### src/logic/tmr16_pkg.sv
// package: register map, field positions, reset values and types of the 16-bit timer
//
// Functional notes
// - second register in capture latches counter on primary valid edge: 00 fall, 01 rise, 11 both.
// - second capture/compare register resets to zero; written as one 16-bit word.
// - counter runs only when mode bits nonzero; otherwise held at zero, no interrupts.
// - mode 01 free run, 10 clear on primary edge, 11 clear on first match.
// - output timing bit adds the primary valid edge to the output events.
// - clear-on-first-match mode with first register all ones sets overflow on wrap.
// - one-shot mode accepts software trigger and primary edge; each trigger clears the counter.
// - second register mode bit: 0 compare, 1 capture.
// - first register trigger bit: 0 secondary edge, 1 opposite of primary valid edge.
// - first register mode bit: 0 compare, 1 capture.
// - writing 1 to software trigger fires one-shot; bit self-clears, reads 0.
// - one-shot enable: 0 triggers ignored, 1 software trigger and primary valid edge clear the counter.
// - invert bit makes output toggle on each second-register match, except when a first-register toggle event falls in the same cycle.
// - invert bit makes output toggle on first-register match, and on primary valid edge when timing bit set.
// - level pair: 00 none, 01 force low, 10 force high; both read back 0.
// - output enable 0 drives pin low; 1 passes internal output level.
// - counter increments on count clock rising edge; clears on reset, stop, clears, triggers.
// - in compare use a match raises that register's interrupt request.
// - count clock select: 00 sys/4, 01 sys/16, 10 other timer output, 11 primary edge.
package tmr16_pkg;
  localparam logic [15:0] ADR_FIRST_REG   = 16'hff10;
  localparam logic [15:0] ADR_SECOND_REG  = 16'hff12;
  localparam logic [15:0] ADR_COUNTER     = 16'hff14;
  localparam logic [15:0] ADR_CAPCMP_CTRL = 16'hff16;
  localparam logic [15:0] ADR_MODE_CTRL   = 16'hff18;
  localparam logic [15:0] ADR_OUT_CTRL    = 16'hff1a;
  localparam logic [15:0] ADR_PRESCALE    = 16'hff1c;

  localparam logic [7:0] RST_CAPCMP_CTRL = 8'h04;
  localparam logic [7:0] RST_MODE_CTRL   = 8'h00;
  localparam logic [7:0] RST_OUT_CTRL    = 8'h00;
  localparam logic [7:0] RST_PRESCALE    = 8'h00;
  localparam logic [15:0] RST_CAPCMP     = 16'h0000;

  // mode control fields
  localparam int MODE_OVF   = 0;
  localparam int MODE_TIMING = 1;
  localparam int MODE_LO    = 2;
  localparam int MODE_HI    = 3;
  // capture/compare control fields
  localparam int CC_FIRST_CAP  = 0;
  localparam int CC_FIRST_TRIG = 1;
  localparam int CC_SECOND_CAP = 2;
  // output control fields
  localparam int OC_ENABLE    = 0;
  localparam int OC_INV_FIRST = 1;
  localparam int OC_FORCE_LO  = 2;
  localparam int OC_FORCE_HI  = 3;
  localparam int OC_INV_SECOND = 4;
  localparam int OC_OS_ENABLE = 5;
  localparam int OC_OS_TRIG   = 6;
  // prescale/edge fields
  localparam int PS_CLK_LO  = 0;
  localparam int PS_EDGE0_LO = 4;
  localparam int PS_EDGE1_LO = 6;

  localparam logic [7:0] MASK_CAPCMP_CTRL = 8'h07;
  localparam logic [7:0] MASK_MODE_CTRL   = 8'h0f;
  localparam logic [7:0] MASK_OUT_CTRL    = 8'h33;
  localparam logic [7:0] MASK_PRESCALE    = 8'hf3;

  localparam logic [1:0] MODE_STOP     = 2'h0;
  localparam logic [1:0] MODE_FREE     = 2'h1;
  localparam logic [1:0] MODE_CLR_EDGE = 2'h2;
  localparam logic [1:0] MODE_CLR_CMP  = 2'h3;

  localparam logic [1:0] CLK_DIV4  = 2'h0;
  localparam logic [1:0] CLK_DIV16 = 2'h1;
  localparam logic [1:0] CLK_EXT   = 2'h2;
  localparam logic [1:0] CLK_EDGE  = 2'h3;

  localparam logic [1:0] EDGE_FALL = 2'h0;
  localparam logic [1:0] EDGE_RISE = 2'h1;
  localparam logic [1:0] EDGE_BOTH = 2'h3;

  localparam logic [3:0] DIV4_LAST  = 4'h3;
  localparam logic [3:0] DIV16_LAST = 4'hf;

  typedef enum logic [1:0] {
    BUS_IDLE = 2'b01,
    BUS_ACK  = 2'b10
  } bus_state_e;

  typedef struct packed {
    logic [15:0] first_reg;
    logic [15:0] second_reg;
    logic [15:0] counter;
    logic [7:0]  capcmp_ctrl;
    logic [7:0]  mode_ctrl;
    logic [7:0]  out_ctrl;
    logic [7:0]  prescale;
    logic [3:0]  div;
    logic [2:0]  pri_sync;
    logic [2:0]  sec_sync;
    logic [2:0]  ext_sync;
    logic        pri_lvl;
    logic        sec_lvl;
    logic        ext_lvl;
    logic        out_lvl;
    logic        pin;
    logic        os_armed;
    logic        first_irq;
    logic        second_irq;
    bus_state_e  bus;
    logic [31:0] rdata;
  } state_s;
endpackage : tmr16_pkg

### src/logic/tmr16.sv
// 16-bit timer/event counter with two capture/compare registers and a wishbone slave
`timescale 1ns/1ps
module tmr16 (
  input  wire logic        clk_i,
  input  wire logic        rst_i,
  input  wire logic [15:0] wb_adr_i,
  input  wire logic [31:0] wb_dat_i,
  output logic      [31:0] wb_dat_o,
  input  wire logic [3:0]  wb_sel_i,
  input  wire logic        wb_we_i,
  input  wire logic        wb_cyc_i,
  input  wire logic        wb_stb_i,
  output logic             wb_ack_o,
  input  wire logic        primary_in_pin_i,
  input  wire logic        secondary_in_pin_i,
  input  wire logic        ext_count_clk_i,
  output logic             timer_out_pin_o,
  output logic             first_match_irq_o,
  output logic             second_match_irq_o
);
  tmr16_pkg::state_s q, d;

  logic [1:0] mode;
  logic [1:0] e0;
  logic [1:0] e1;
  logic       running;
  logic       pri_chg;
  logic       sec_chg;
  logic       pri_rise;
  logic       pri_fall;
  logic       sec_rise;
  logic       sec_fall;
  logic       pri_valid;
  logic       pri_rev;
  logic       sec_valid;
  logic       tick;
  logic       match0;
  logic       match1;
  logic       cap0;
  logic       cap1;
  logic       clr;
  logic       sw_trig;
  logic       os_trig;
  logic       tgl;
  logic       ovf_set;
  logic       wr;
  logic       rd_req;
  logic [7:0] wb8;
  logic [15:0] wb16;

  always_comb begin
    mode    = q.mode_ctrl[tmr16_pkg::MODE_HI:tmr16_pkg::MODE_LO];
    e0      = q.prescale[tmr16_pkg::PS_EDGE0_LO +: 2];
    e1      = q.prescale[tmr16_pkg::PS_EDGE1_LO +: 2];
    running = (mode != tmr16_pkg::MODE_STOP);
    // a change counts once the second and third sync stages agree
    pri_chg  = (q.pri_sync[2] == q.pri_sync[1]) && (q.pri_sync[1] != q.pri_lvl);
    sec_chg  = (q.sec_sync[2] == q.sec_sync[1]) && (q.sec_sync[1] != q.sec_lvl);
    pri_rise = pri_chg && q.pri_sync[1];
    pri_fall = pri_chg && !q.pri_sync[1];
    sec_rise = sec_chg && q.sec_sync[1];
    sec_fall = sec_chg && !q.sec_sync[1];
    case (e0)
      tmr16_pkg::EDGE_FALL: pri_valid = pri_fall;
      tmr16_pkg::EDGE_RISE: pri_valid = pri_rise;
      tmr16_pkg::EDGE_BOTH: pri_valid = pri_chg;
      default:              pri_valid = 1'b0;
    endcase
    // opposite edge of the primary valid edge
    case (e0)
      tmr16_pkg::EDGE_FALL: pri_rev = pri_rise;
      tmr16_pkg::EDGE_RISE: pri_rev = pri_fall;
      default:              pri_rev = 1'b0;
    endcase
    case (e1)
      tmr16_pkg::EDGE_FALL: sec_valid = sec_fall;
      tmr16_pkg::EDGE_RISE: sec_valid = sec_rise;
      tmr16_pkg::EDGE_BOTH: sec_valid = sec_chg;
      default:              sec_valid = 1'b0;
    endcase
    case (q.prescale[tmr16_pkg::PS_CLK_LO +: 2])
      tmr16_pkg::CLK_DIV4:  tick = (q.div[1:0] == tmr16_pkg::DIV4_LAST[1:0]);
      tmr16_pkg::CLK_DIV16: tick = (q.div == tmr16_pkg::DIV16_LAST);
      tmr16_pkg::CLK_EXT:   tick = (q.ext_sync[2] == q.ext_sync[1]) && q.ext_sync[1]
                                   && !q.ext_lvl;
      default:              tick = pri_valid;
    endcase
    match0 = running && !q.capcmp_ctrl[tmr16_pkg::CC_FIRST_CAP] && (q.counter == q.first_reg);
    match1 = running && !q.capcmp_ctrl[tmr16_pkg::CC_SECOND_CAP] && (q.counter == q.second_reg);
    cap1   = running && q.capcmp_ctrl[tmr16_pkg::CC_SECOND_CAP] && pri_valid;
    cap0   = running && q.capcmp_ctrl[tmr16_pkg::CC_FIRST_CAP]
             && (q.capcmp_ctrl[tmr16_pkg::CC_FIRST_TRIG] ? pri_rev : sec_valid);
    wr     = wb_cyc_i && wb_stb_i && wb_we_i && (q.bus == tmr16_pkg::BUS_IDLE);
    rd_req = wb_cyc_i && wb_stb_i && (q.bus == tmr16_pkg::BUS_IDLE);
    wb8    = wb_dat_i[7:0];
    wb16   = wb_dat_i[15:0];
    sw_trig = wr && (wb_adr_i == tmr16_pkg::ADR_OUT_CTRL) && wb_sel_i[0]
              && wb8[tmr16_pkg::OC_OS_TRIG];
    os_trig = running && q.out_ctrl[tmr16_pkg::OC_OS_ENABLE]
              && (sw_trig || pri_valid);
    clr = (mode == tmr16_pkg::MODE_CLR_EDGE && pri_valid)
          || (mode == tmr16_pkg::MODE_CLR_CMP && match0 && tick)
          || os_trig;
    // one toggle per match: the counter holds between ticks, so qualify with the tick
    tgl = (q.out_ctrl[tmr16_pkg::OC_INV_SECOND] && match1 && tick)
          ^ (q.out_ctrl[tmr16_pkg::OC_INV_FIRST]
             && ((match0 && tick) || (q.mode_ctrl[tmr16_pkg::MODE_TIMING] && pri_valid)));
    // wrap from all ones happens through the clear, so detect it here
    ovf_set = running && tick && mode == tmr16_pkg::MODE_CLR_CMP
              && q.counter == 16'hffff && q.first_reg == 16'hffff;
  end

  always_comb begin
    d = q;
    d.pri_sync   = {q.pri_sync[1:0], primary_in_pin_i};
    d.sec_sync   = {q.sec_sync[1:0], secondary_in_pin_i};
    d.ext_sync   = {q.ext_sync[1:0], ext_count_clk_i};
    if (pri_chg) d.pri_lvl = q.pri_sync[1];
    if (sec_chg) d.sec_lvl = q.sec_sync[1];
    if (q.ext_sync[2] == q.ext_sync[1]) d.ext_lvl = q.ext_sync[1];
    d.div        = q.div + 4'h1;
    d.first_irq  = match0 || cap0;
    d.second_irq = match1 || cap1;
    if (!running) begin
      d.counter = 16'h0000;
    end else if (clr) begin
      d.counter = 16'h0000;
    end else if (tick) begin
      d.counter = q.counter + 16'h0001;
    end
    if (cap0) d.first_reg = q.counter;
    if (cap1) d.second_reg = q.counter;
    if (running && tgl) d.out_lvl = !q.out_lvl;
    // register writes
    if (wr && wb_sel_i[0]) begin
      case (wb_adr_i)
        tmr16_pkg::ADR_CAPCMP_CTRL: d.capcmp_ctrl = wb8 & tmr16_pkg::MASK_CAPCMP_CTRL;
        tmr16_pkg::ADR_MODE_CTRL: begin
          d.mode_ctrl = wb8 & tmr16_pkg::MASK_MODE_CTRL;
        end
        tmr16_pkg::ADR_OUT_CTRL: begin
          d.out_ctrl = wb8 & tmr16_pkg::MASK_OUT_CTRL;
          if (wb8[tmr16_pkg::OC_FORCE_LO] && !wb8[tmr16_pkg::OC_FORCE_HI]) d.out_lvl = 1'b0;
          if (wb8[tmr16_pkg::OC_FORCE_HI] && !wb8[tmr16_pkg::OC_FORCE_LO]) d.out_lvl = 1'b1;
        end
        tmr16_pkg::ADR_PRESCALE: d.prescale = wb8 & tmr16_pkg::MASK_PRESCALE;
        default: ;
      endcase
    end
    // overflow set by hardware wins over a software clear
    if (ovf_set) d.mode_ctrl[tmr16_pkg::MODE_OVF] = 1'b1;
    if (wr && wb_sel_i[1:0] == 2'b11) begin
      if (wb_adr_i == tmr16_pkg::ADR_FIRST_REG) d.first_reg = wb16;
      if (wb_adr_i == tmr16_pkg::ADR_SECOND_REG) d.second_reg = wb16;
    end
    d.pin = q.out_ctrl[tmr16_pkg::OC_ENABLE] ? d.out_lvl : 1'b0;
    // bus answer, one cycle after the strobe, dropped the next cycle
    case (q.bus)
      tmr16_pkg::BUS_IDLE: begin
        if (rd_req) d.bus = tmr16_pkg::BUS_ACK;
        d.rdata = 32'h0000_0000;
        case (wb_adr_i)
          tmr16_pkg::ADR_FIRST_REG:   d.rdata = {16'h0000, q.first_reg};
          tmr16_pkg::ADR_SECOND_REG:  d.rdata = {16'h0000, q.second_reg};
          tmr16_pkg::ADR_COUNTER:     d.rdata = {16'h0000, q.counter};
          tmr16_pkg::ADR_CAPCMP_CTRL: d.rdata = {24'h000000, q.capcmp_ctrl};
          tmr16_pkg::ADR_MODE_CTRL:   d.rdata = {24'h000000, q.mode_ctrl};
          tmr16_pkg::ADR_OUT_CTRL:    d.rdata = {24'h000000, q.out_ctrl};
          tmr16_pkg::ADR_PRESCALE:    d.rdata = {24'h000000, q.prescale};
          default:                    d.rdata = 32'h0000_0000;
        endcase
      end
      tmr16_pkg::BUS_ACK: d.bus = tmr16_pkg::BUS_IDLE;
      default: d.bus = tmr16_pkg::BUS_IDLE;
    endcase
  end

  always_ff @(posedge clk_i) begin
    if (rst_i) begin
      q             <= '0;
      q.first_reg   <= tmr16_pkg::RST_CAPCMP;
      q.second_reg  <= tmr16_pkg::RST_CAPCMP;
      q.capcmp_ctrl <= tmr16_pkg::RST_CAPCMP_CTRL;
      q.mode_ctrl   <= tmr16_pkg::RST_MODE_CTRL;
      q.out_ctrl    <= tmr16_pkg::RST_OUT_CTRL;
      q.prescale    <= tmr16_pkg::RST_PRESCALE;
      q.bus         <= tmr16_pkg::BUS_IDLE;
    end else begin
      q <= d;
    end
  end

  assign wb_dat_o           = q.rdata;
  assign wb_ack_o           = (q.bus == tmr16_pkg::BUS_ACK);
  assign timer_out_pin_o    = q.pin;
  assign first_match_irq_o  = q.first_irq;
  assign second_match_irq_o = q.second_irq;
endmodule : tmr16

### config.mk
export PLATFORM = sky130hd
export DESIGN_NAME = tmr16
export DESIGN_NICKNAME = d
export VERILOG_FILES = /design/src/logic/tmr16_pkg.sv /design/src/logic/tmr16.sv
export SDC_FILE = /design/constraint.sdc
export NUM_CORES = 1
export LEC_CHECK = 0
export ABC_AREA = 1
export ABC_CLOCK_PERIOD_IN_PS = 3760
export BUFFER_PORTS_ARGS = -buffer_cell sky130_fd_sc_hd__buf_4
export CORE_MARGIN = 5
export CORE_UTILIZATION = 49
export CTS_BUF_LIST = sky130_fd_sc_hd__clkbuf_4 sky130_fd_sc_hd__clkbuf_8 sky130_fd_sc_hd__clkbuf_16
export DETAILED_ROUTE_END_ITERATION = 8
export PLACE_DENSITY = 0.71
export SLEW_MARGIN = 5
export SYNTH_ARGS = -nofsm -noshare
export SYNTH_HDL_FRONTEND = slang
export SYNTH_SLANG_ARGS = --single-unit
### constraint.sdc
create_clock -name clk_i -period 3.76 [get_ports clk_i]
set_clock_uncertainty 0.05 [all_clocks]
set_input_delay 1.128 -clock clk_i [delete_from_list [all_inputs] [get_ports clk_i]]
set_output_delay 1.128 -clock clk_i [all_outputs]
set_load 0.03 [all_outputs]
==> metrics.md, run 1 <==
| Metric | Value |
|---|---|
| Unrepaired setup endpoints after global routing | no |
| Post-synth ARST share | 0 |
| Initial core utilization | 0.505 |
| Setup Buffers After CTS | 0 |
| Syn Area/Cell | 6.81 um^2 |
| Met3 usage | 0.0318 |
| Initial antenna violation count | 0 |
| Static Leak | 2.62 nW |
| Placement Setup Slack | 702 ps |
| WP data arrival | 2960 ps |
| Drt first pass iters | 5 |
| Final HPWL DP | 11.1 mm |
| Mapped Cells | 858 |
| Antenna Nets Post-Route | 0 |
| Via count | 5561 |
| CTS Sinks | 103 |
| Layout area overhead | 11.5% |
| Ratio of cells with drive above 1 in the final layout | 0.135 |
| Required @ worst endpoint | 3990 ps |
| Fin crit share | 0.724 |
| R2R Setup Slk | 1350 ps |
| Type of the most critical hold path | reg2reg |
| H-Tree Level Count | 3 |
| CP endpoint kind | register |
| Most common cell after layout, fill and taps aside | nand2_1 |
| Reg-to-reg startpoint | q[33] |
| Unique cell type count in the Yosys netlist | 41 |
| Crit-path slowest cell | nor4_4 |
| I/O Pins | 96 |
| Nets | 954 |
| Clock Path Buffers | 2 |
| TNS Setup | 0 ps |
| Hold path depth | 2 |
| DRC violations left | 0 |
| Met2 Resource Use GR | 0.330 |
| Vias/cell | 5.35 |
| Critical-path cell list | buf_4, nand2_1, nor4_4, nand3_2, o21ai_0, a21oi_1, o21ai_0, nand2_1, a21oi_1 |
| Slew Limit Fails | 0 |
| Worst setup margin | 1040 ps |
| Netlist Area Pre-Place | 5840 um^2 |
| Fillers | 1140 |
| Slowest cell delay on critical path | 460 ps |
| Hold Startpoint | d[43] |
| Total grt overflow | 0 |
| Design Area, Final | 6520 um^2 |
| Num rows | 39 |
| Fmax | 367 MHz |
| Cells after DPL | 1023 |
| Outcome | complete, no violations |
| Peak supply drop | 0.250 mV |
| Placed Area | 6210 um^2 |
| Worst r2r dst | q[106] |
| Final Non-Filler Cells | 1039 |
| Core ar. | 11600 um^2 |
| Final core occ | 0.564 |
| Register bit count reported by yosys | 103 |
| Power per cell area | 341 nW/um^2 |
| Post-CTS Hold Fix Bufs | 0 |
| Post_cts resized | 0 |
| Crit path kind | in2reg |
| ANT cells | 0 |
| Yosys warning count | 0 |
| Max_cap viols | 0 |
| Sequential share of the synthesized area | 0.353 |
| Worst setup SP type | input pin |
| Hold Crit Endpoint | d[44] |
| Gpl congestion | 0.933 |
| Final Setup Violations | 0 |
| Global Route met1 Usage | 0.308 |
| WL/cell | 14.7 um |
| Main synth FF type | dfxtp_1 |
| CTS buffer count | 9 |
| DRT iter0 DRCs | 526 |
| Gr busiest metal | met2 |
| Post-synth EDFFs | 0 |
| First-pass GRT wire length | 24.9 mm |
| WHS | 366 ps |
| Slew @ Worst Pin | 749 ps |
| Clock transition at the registers of the reported paths | 70 ps |
| Total chip power | 2.22 mW |
| CTS tree | built |
| Die Y | 119 um |
| Worst-path fanout max | 16 |
| Die ar. | 14200 um^2 |
| CTS root buf | clkbuf_16 |
| PortBufs | 61 |
| Slew headroom | 0.501 |
| Final WL | 15.3 mm |
| Tmin final | 2720 ps |
| Vias in the first global route | 4905 |
| Die X | 119 um |
| All-layer global routing usage | 0.214 |
| Largest net degree at the start of global routing | 51 |
| Worst Reg-to-Reg Cells | 12 |
| Clk_lat worst skew | 350 ps |
| Final Hold Vio Count | 0 |
| Most frequent cells in the layout | 198 x nand2_1, 118 x inv_1, 103 x dfxtp_1, 72 x nor2_1 |
[kinds of logic after synthesis]
family,synth area share
AND/OR/NAND/NOR,0.273
buffers and inverters,0.148
AO/OA/AOI/OAI,0.195
flip-flops,0.353
XOR/XNOR,0.0255
adder cells (fa/ha/maj),0.00642
other,0.000642
[state kept, by name (all words and copies together) (netlist names)]
register            cells
q                      72
wb_dat_o               16
d                       6
e0                      2
e1                      2
mode                    2
first_match_irq_o       1
second_match_irq_o      1
timer_out_pin_o         1
[where the power goes]
group          total [mW]  internal [mW]  switching [mW]
logic               0.135         0.0436          0.0912
registers            1.10           1.10         0.00452
clock network       0.983          0.525           0.457
[how the worst max path moves through the flow]
stage | startpoint | end | slack [ps] | cells past startpoint
6_report | wb_adr_i[9] | wb_dat_o[3] | 1040 | 9
5_1_grt | wb_adr_i[9] | wb_dat_o[6] | 910 | 9
4_1_cts | wb_adr_i[9] | wb_dat_o[3] | 1060 | 9
3_5_place_dp | wb_adr_i[9] | wb_dat_o[3] | 700 | 9
3_3_place_gp | wb_adr_i[9] | wb_dat_o[3] | 740 | 9
2_1_floorplan | wb_adr_i[15] | q[109] | 1240 | 7
[Yosys cell counts, types with 2 or more instances]
| library cell | count | area, um^2 |
|---|---|---|
| nand2_1 | 198 | 743 |
| inv_1 | 118 | 443 |
| dfxtp_1 | 103 | 2060 |
| nor2_1 | 72 | 270 |
| o21ai_0 | 70 | 350 |
| a21oi_1 | 56 | 280 |
| buf_4 | 35 | 263 |
| nand3_1 | 28 | 140 |
| o211ai_1 | 20 | 150 |
| nor3_1 | 18 | 90.1 |
| clkbuf_1 | 17 | 63.8 |
| nand4_1 | 17 | 106 |
| a211oi_2 | 14 | 175 |
| o22ai_1 | 10 | 62.6 |
| xor2_1 | 9 | 78.8 |
| o221ai_1 | 8 | 70.1 |
| xnor2_1 | 8 | 70.1 |
| buf_2 | 6 | 30.0 |
| nor4_1 | 5 | 31.3 |
| inv_2 | 4 | 15.0 |
| nand3_2 | 4 | 40.0 |
| nor2_2 | 4 | 25.0 |
| ha_1 | 3 | 37.5 |
| nand3b_1 | 3 | 22.5 |
| nor3b_1 | 3 | 22.5 |
| nor4_4 | 3 | 63.8 |
| or2_2 | 3 | 18.8 |
| a211oi_1 | 2 | 15.0 |
| a31oi_1 | 2 | 12.5 |
| buf_1 | 2 | 7.51 |
| buf_6 | 2 | 22.5 |
| clkinv_1 | 2 | 7.51 |
[worst max-delay path, delay by kind of cell]
kind / cells / cell delay (ps)
and+or+nand+nor: 4 / 1080
buffers and inverters: 1 / 90
AOI/OAI and AO/OA: 4 / 650
[area by class of cell]
| class | instances | area (um^2) | area share |
|---|---|---|---|
| multi-input combinational | 582 | 2980 | 0.457 |
| sequential | 103 | 2060 | 0.316 |
| timing repair buffer | 70 | 526 | 0.0806 |
| inverter | 125 | 470 | 0.0722 |
| clock buffer | 9 | 225 | 0.0345 |
| tap | 143 | 179 | 0.0274 |
| clock inverter | 7 | 80.1 | 0.0123 |
[layer usage]
metal	vias up	wire length, um
met5	-	0
met4	0	232
met3	25	1150
met2	211	6620
met1	2502	7260
li1	2823	-
Note: power is estimated with default switching activity, not from simulation.
==> run 2: changes to the inputs <==
- ABC_CLOCK_PERIOD_IN_PS: 3760 -> 2400
- PLACE_DENSITY: 0.71 -> 0.74
- clock period: 3.76 -> 2.4 ns (I/O delays scaled with it)
==> run 2 against run 1 <==
  * Sequential power increased by 57%
  * Flip-flop and latch count unchanged
  * Cell count increased by 1.5%
  * Clock power increased by 46%
  * Routed wire length increased by 1.4%
  * Critical endpoint is now q[100]
  * Largest power group unchanged
==> metrics.md, run 2 (synthesized netlist as in run 1, its figures left out) <==
| Metric | Value |
|---|---|
| Type of the most critical hold path | reg2reg |
| Fillers | 1136 (-0.35%) |
| Num rows | 39 (unchanged) |
| DRT iter0 DRCs | 610 (+16%) |
| Final Setup Violations | 0 (unchanged) |
| Fmax | 474 MHz |
| Initial antenna violation count | 0 (unchanged) |
| First-pass GRT wire length | 25.6 mm (+2.9%) |
| Global Route met1 Usage | 0.308 (about the same) |
| Worst-path fanout max | 6 (-10) |
| Design Area, Final | 6670 um^2 (+2.3%) |
| CP endpoint kind | register |
| Met2 Resource Use GR | 0.344 (+0.0145) |
| PortBufs | 61 (unchanged) |
| ANT cells | 0 (unchanged) |
| Peak supply drop | 0.366 mV (+47%) |
| Final WL | 15.5 mm (+1.4%) |
| Placement Setup Slack | 62.3 ps (-639 ps) |
| Clock Path Buffers | 2 (unchanged) |
| Final HPWL DP | 11.6 mm (+4.2%) |
| Core ar. | 11600 um^2 (unchanged) |
| Die Y | 119 um (unchanged) |
| Unrepaired setup endpoints after global routing | no |
| Gpl congestion | 0.959 (+2.8%) |
| Setup Buffers After CTS | 0 (unchanged) |
| Nets | 970 (+1.7%) |
| Worst setup SP type | register |
| Slew Limit Fails | 0 (unchanged) |
| Layout area overhead | 14.2% |
| Clk pwr share | 0.424 (-0.019) |
| Sw frac | 0.255 (+0.00571) |
| Gr busiest metal | met2 |
| CTS root buf | clkbuf_16 |
| Vias/cell | 5.28 (-1.3%) |
| Max reg flops | 72 (unchanged) |
| Clock transition at the registers of the reported paths | 70 ps (about the same) |
| CTS buffer count | 9 (unchanged) |
| I/O Pins | 96 (unchanged) |
| Power per cell area | 508 nW/um^2 (+49%) |
| Tmin final | 2110 ps |
| Fin crit share | 0.878 |
| DRC violations left | 0 (unchanged) |
| Total chip power | 3.39 mW (+53%) |
| Worst setup margin | 292 ps (-745 ps) |
| Post-CTS Hold Fix Bufs | 0 (unchanged) |
| Die ar. | 14200 um^2 (unchanged) |
| Slew @ Worst Pin | 629 ps (-120 ps) |
| Antenna Nets Post-Route | 0 (unchanged) |
| Cell Int Power | 2.52 mW (+51%) |
| Logic gate share of total power | 0.066 (+0.005) |
| Required @ worst endpoint | 2630 ps (-1360 ps) |
| Total grt overflow | 0 (unchanged) |
| P_sw | 0.863 mW (+56%) |
| CTS tree | built |
| CTS Sinks | 103 (unchanged) |
| Crit path kind | reg2reg |
| All-layer global routing usage | 0.220 (+0.00611) |
| Final Hold Vio Count | 0 (unchanged) |
| Max_cap viols | 0 (unchanged) |
| Top reg by flops | q |
| Drt first pass iters | 5 (unchanged) |
| Post_cts resized | 0 (unchanged) |
| Met3 usage | 0.0384 (+0.00664) |
| WL/cell | 14.7 um (-0.12%) |
| Outcome | complete, no violations |
| Part of the power in registers | 0.510 (+0.013) |
| Ratio of cells with drive above 1 in the final layout | 0.150 (+0.0152) |
| Cells after DPL | 1039 (+1.6%) |
| WP data arrival | 2340 ps (-620 ps) |
| Most common cell after layout, fill and taps aside | nand2_1 |
| Clk_lat worst skew | 350 ps (about the same) |
| Die X | 119 um (unchanged) |
| Final Non-Filler Cells | 1055 (+1.5%) |
| Slew headroom | 0.581 (+0.0801) |
| TNS Setup | 0 ps (unchanged) |
| Via count | 5571 (+0.18%) |
| Most frequent cells in the layout | 198 x nand2_1, 118 x inv_1, 103 x dfxtp_1, 82 x buf_4, 72 x nor2_1 |
| Initial core utilization | 0.505 (unchanged) |
| Largest net degree at the start of global routing | 51 (unchanged) |
| Vias in the first global route | 5063 (+3.2%) |
| Placed Area | 6380 um^2 (+2.7%) |
| Static Leak | 2.72 nW (+3.5%) |
| H-Tree Level Count | 3 (unchanged) |
==> run 2: cell count changes in the layout (fill, tap and decap cells not counted), moves of 2 or more <==
cell	before	now
inv_6	3	1
clkinvlp_4	2	0
buf_4	70	82
inv_8	0	2
clkinv_4	1	3
buf_12	0	4
==> run 2: metal layers <==
metal	wire length [um]	vias to the layer above
met5	0	-
met4	345	0
met3	1110	29
met2	6830	189
met1	7200	2493
li1	-	2860
==> run 2: power by group through the flow <==
stage	registers, mW	logic, mW	clock network (mW)
final	1.73	0.224	1.44
after detailed placement	1.77	0.223	0
after global routing	1.73	0.247	1.52
after global placement	1.77	0.221	0
after CTS	1.73	0.224	1.44
after floorplan	1.77	0.144	0
==> run 2: layout make-up <==
| type | count | area, um^2 | area share |
|---|---|---|---|
| inverters | 125 | 470 | 0.0705 |
| clock inverters | 7 | 62.6 | 0.00938 |
| clock buffers | 9 | 225 | 0.0338 |
| multi-input cells | 582 | 2980 | 0.446 |
| flip-flops and latches | 103 | 2060 | 0.309 |
| well taps | 143 | 179 | 0.0268 |
| repair buffers | 86 | 696 | 0.104 |
==> run 2: worst paths after layout <==
path,from,end,cells past startpoint,slack (ps)
min reg2reg,d[43],d[44],2,360
min,d[43],d[44],2,360
max,q[51],q[100],11,290
max reg2reg,q[51],q[100],11,290
==> run 2: critical path, stage by stage, from the launching register on <==
cell and delay, ps:
dfxtp_1 380, ha_1 240, nand3_1 100, o21ai_0 140
nor2_1 60, nand2_1 210, nand2_1 140, nor2_2 150
nand3_2 160, nor3_1 170, nor2_1 60, nor3_1 170
==> run 2: through the flow <==
stage,hold slack [ps],util
after CTS,358,0.577
after global placement,348,0.552
final,356,0.577
after global routing,371,0.577
after detailed placement,347,0.552
after floorplan,338,-
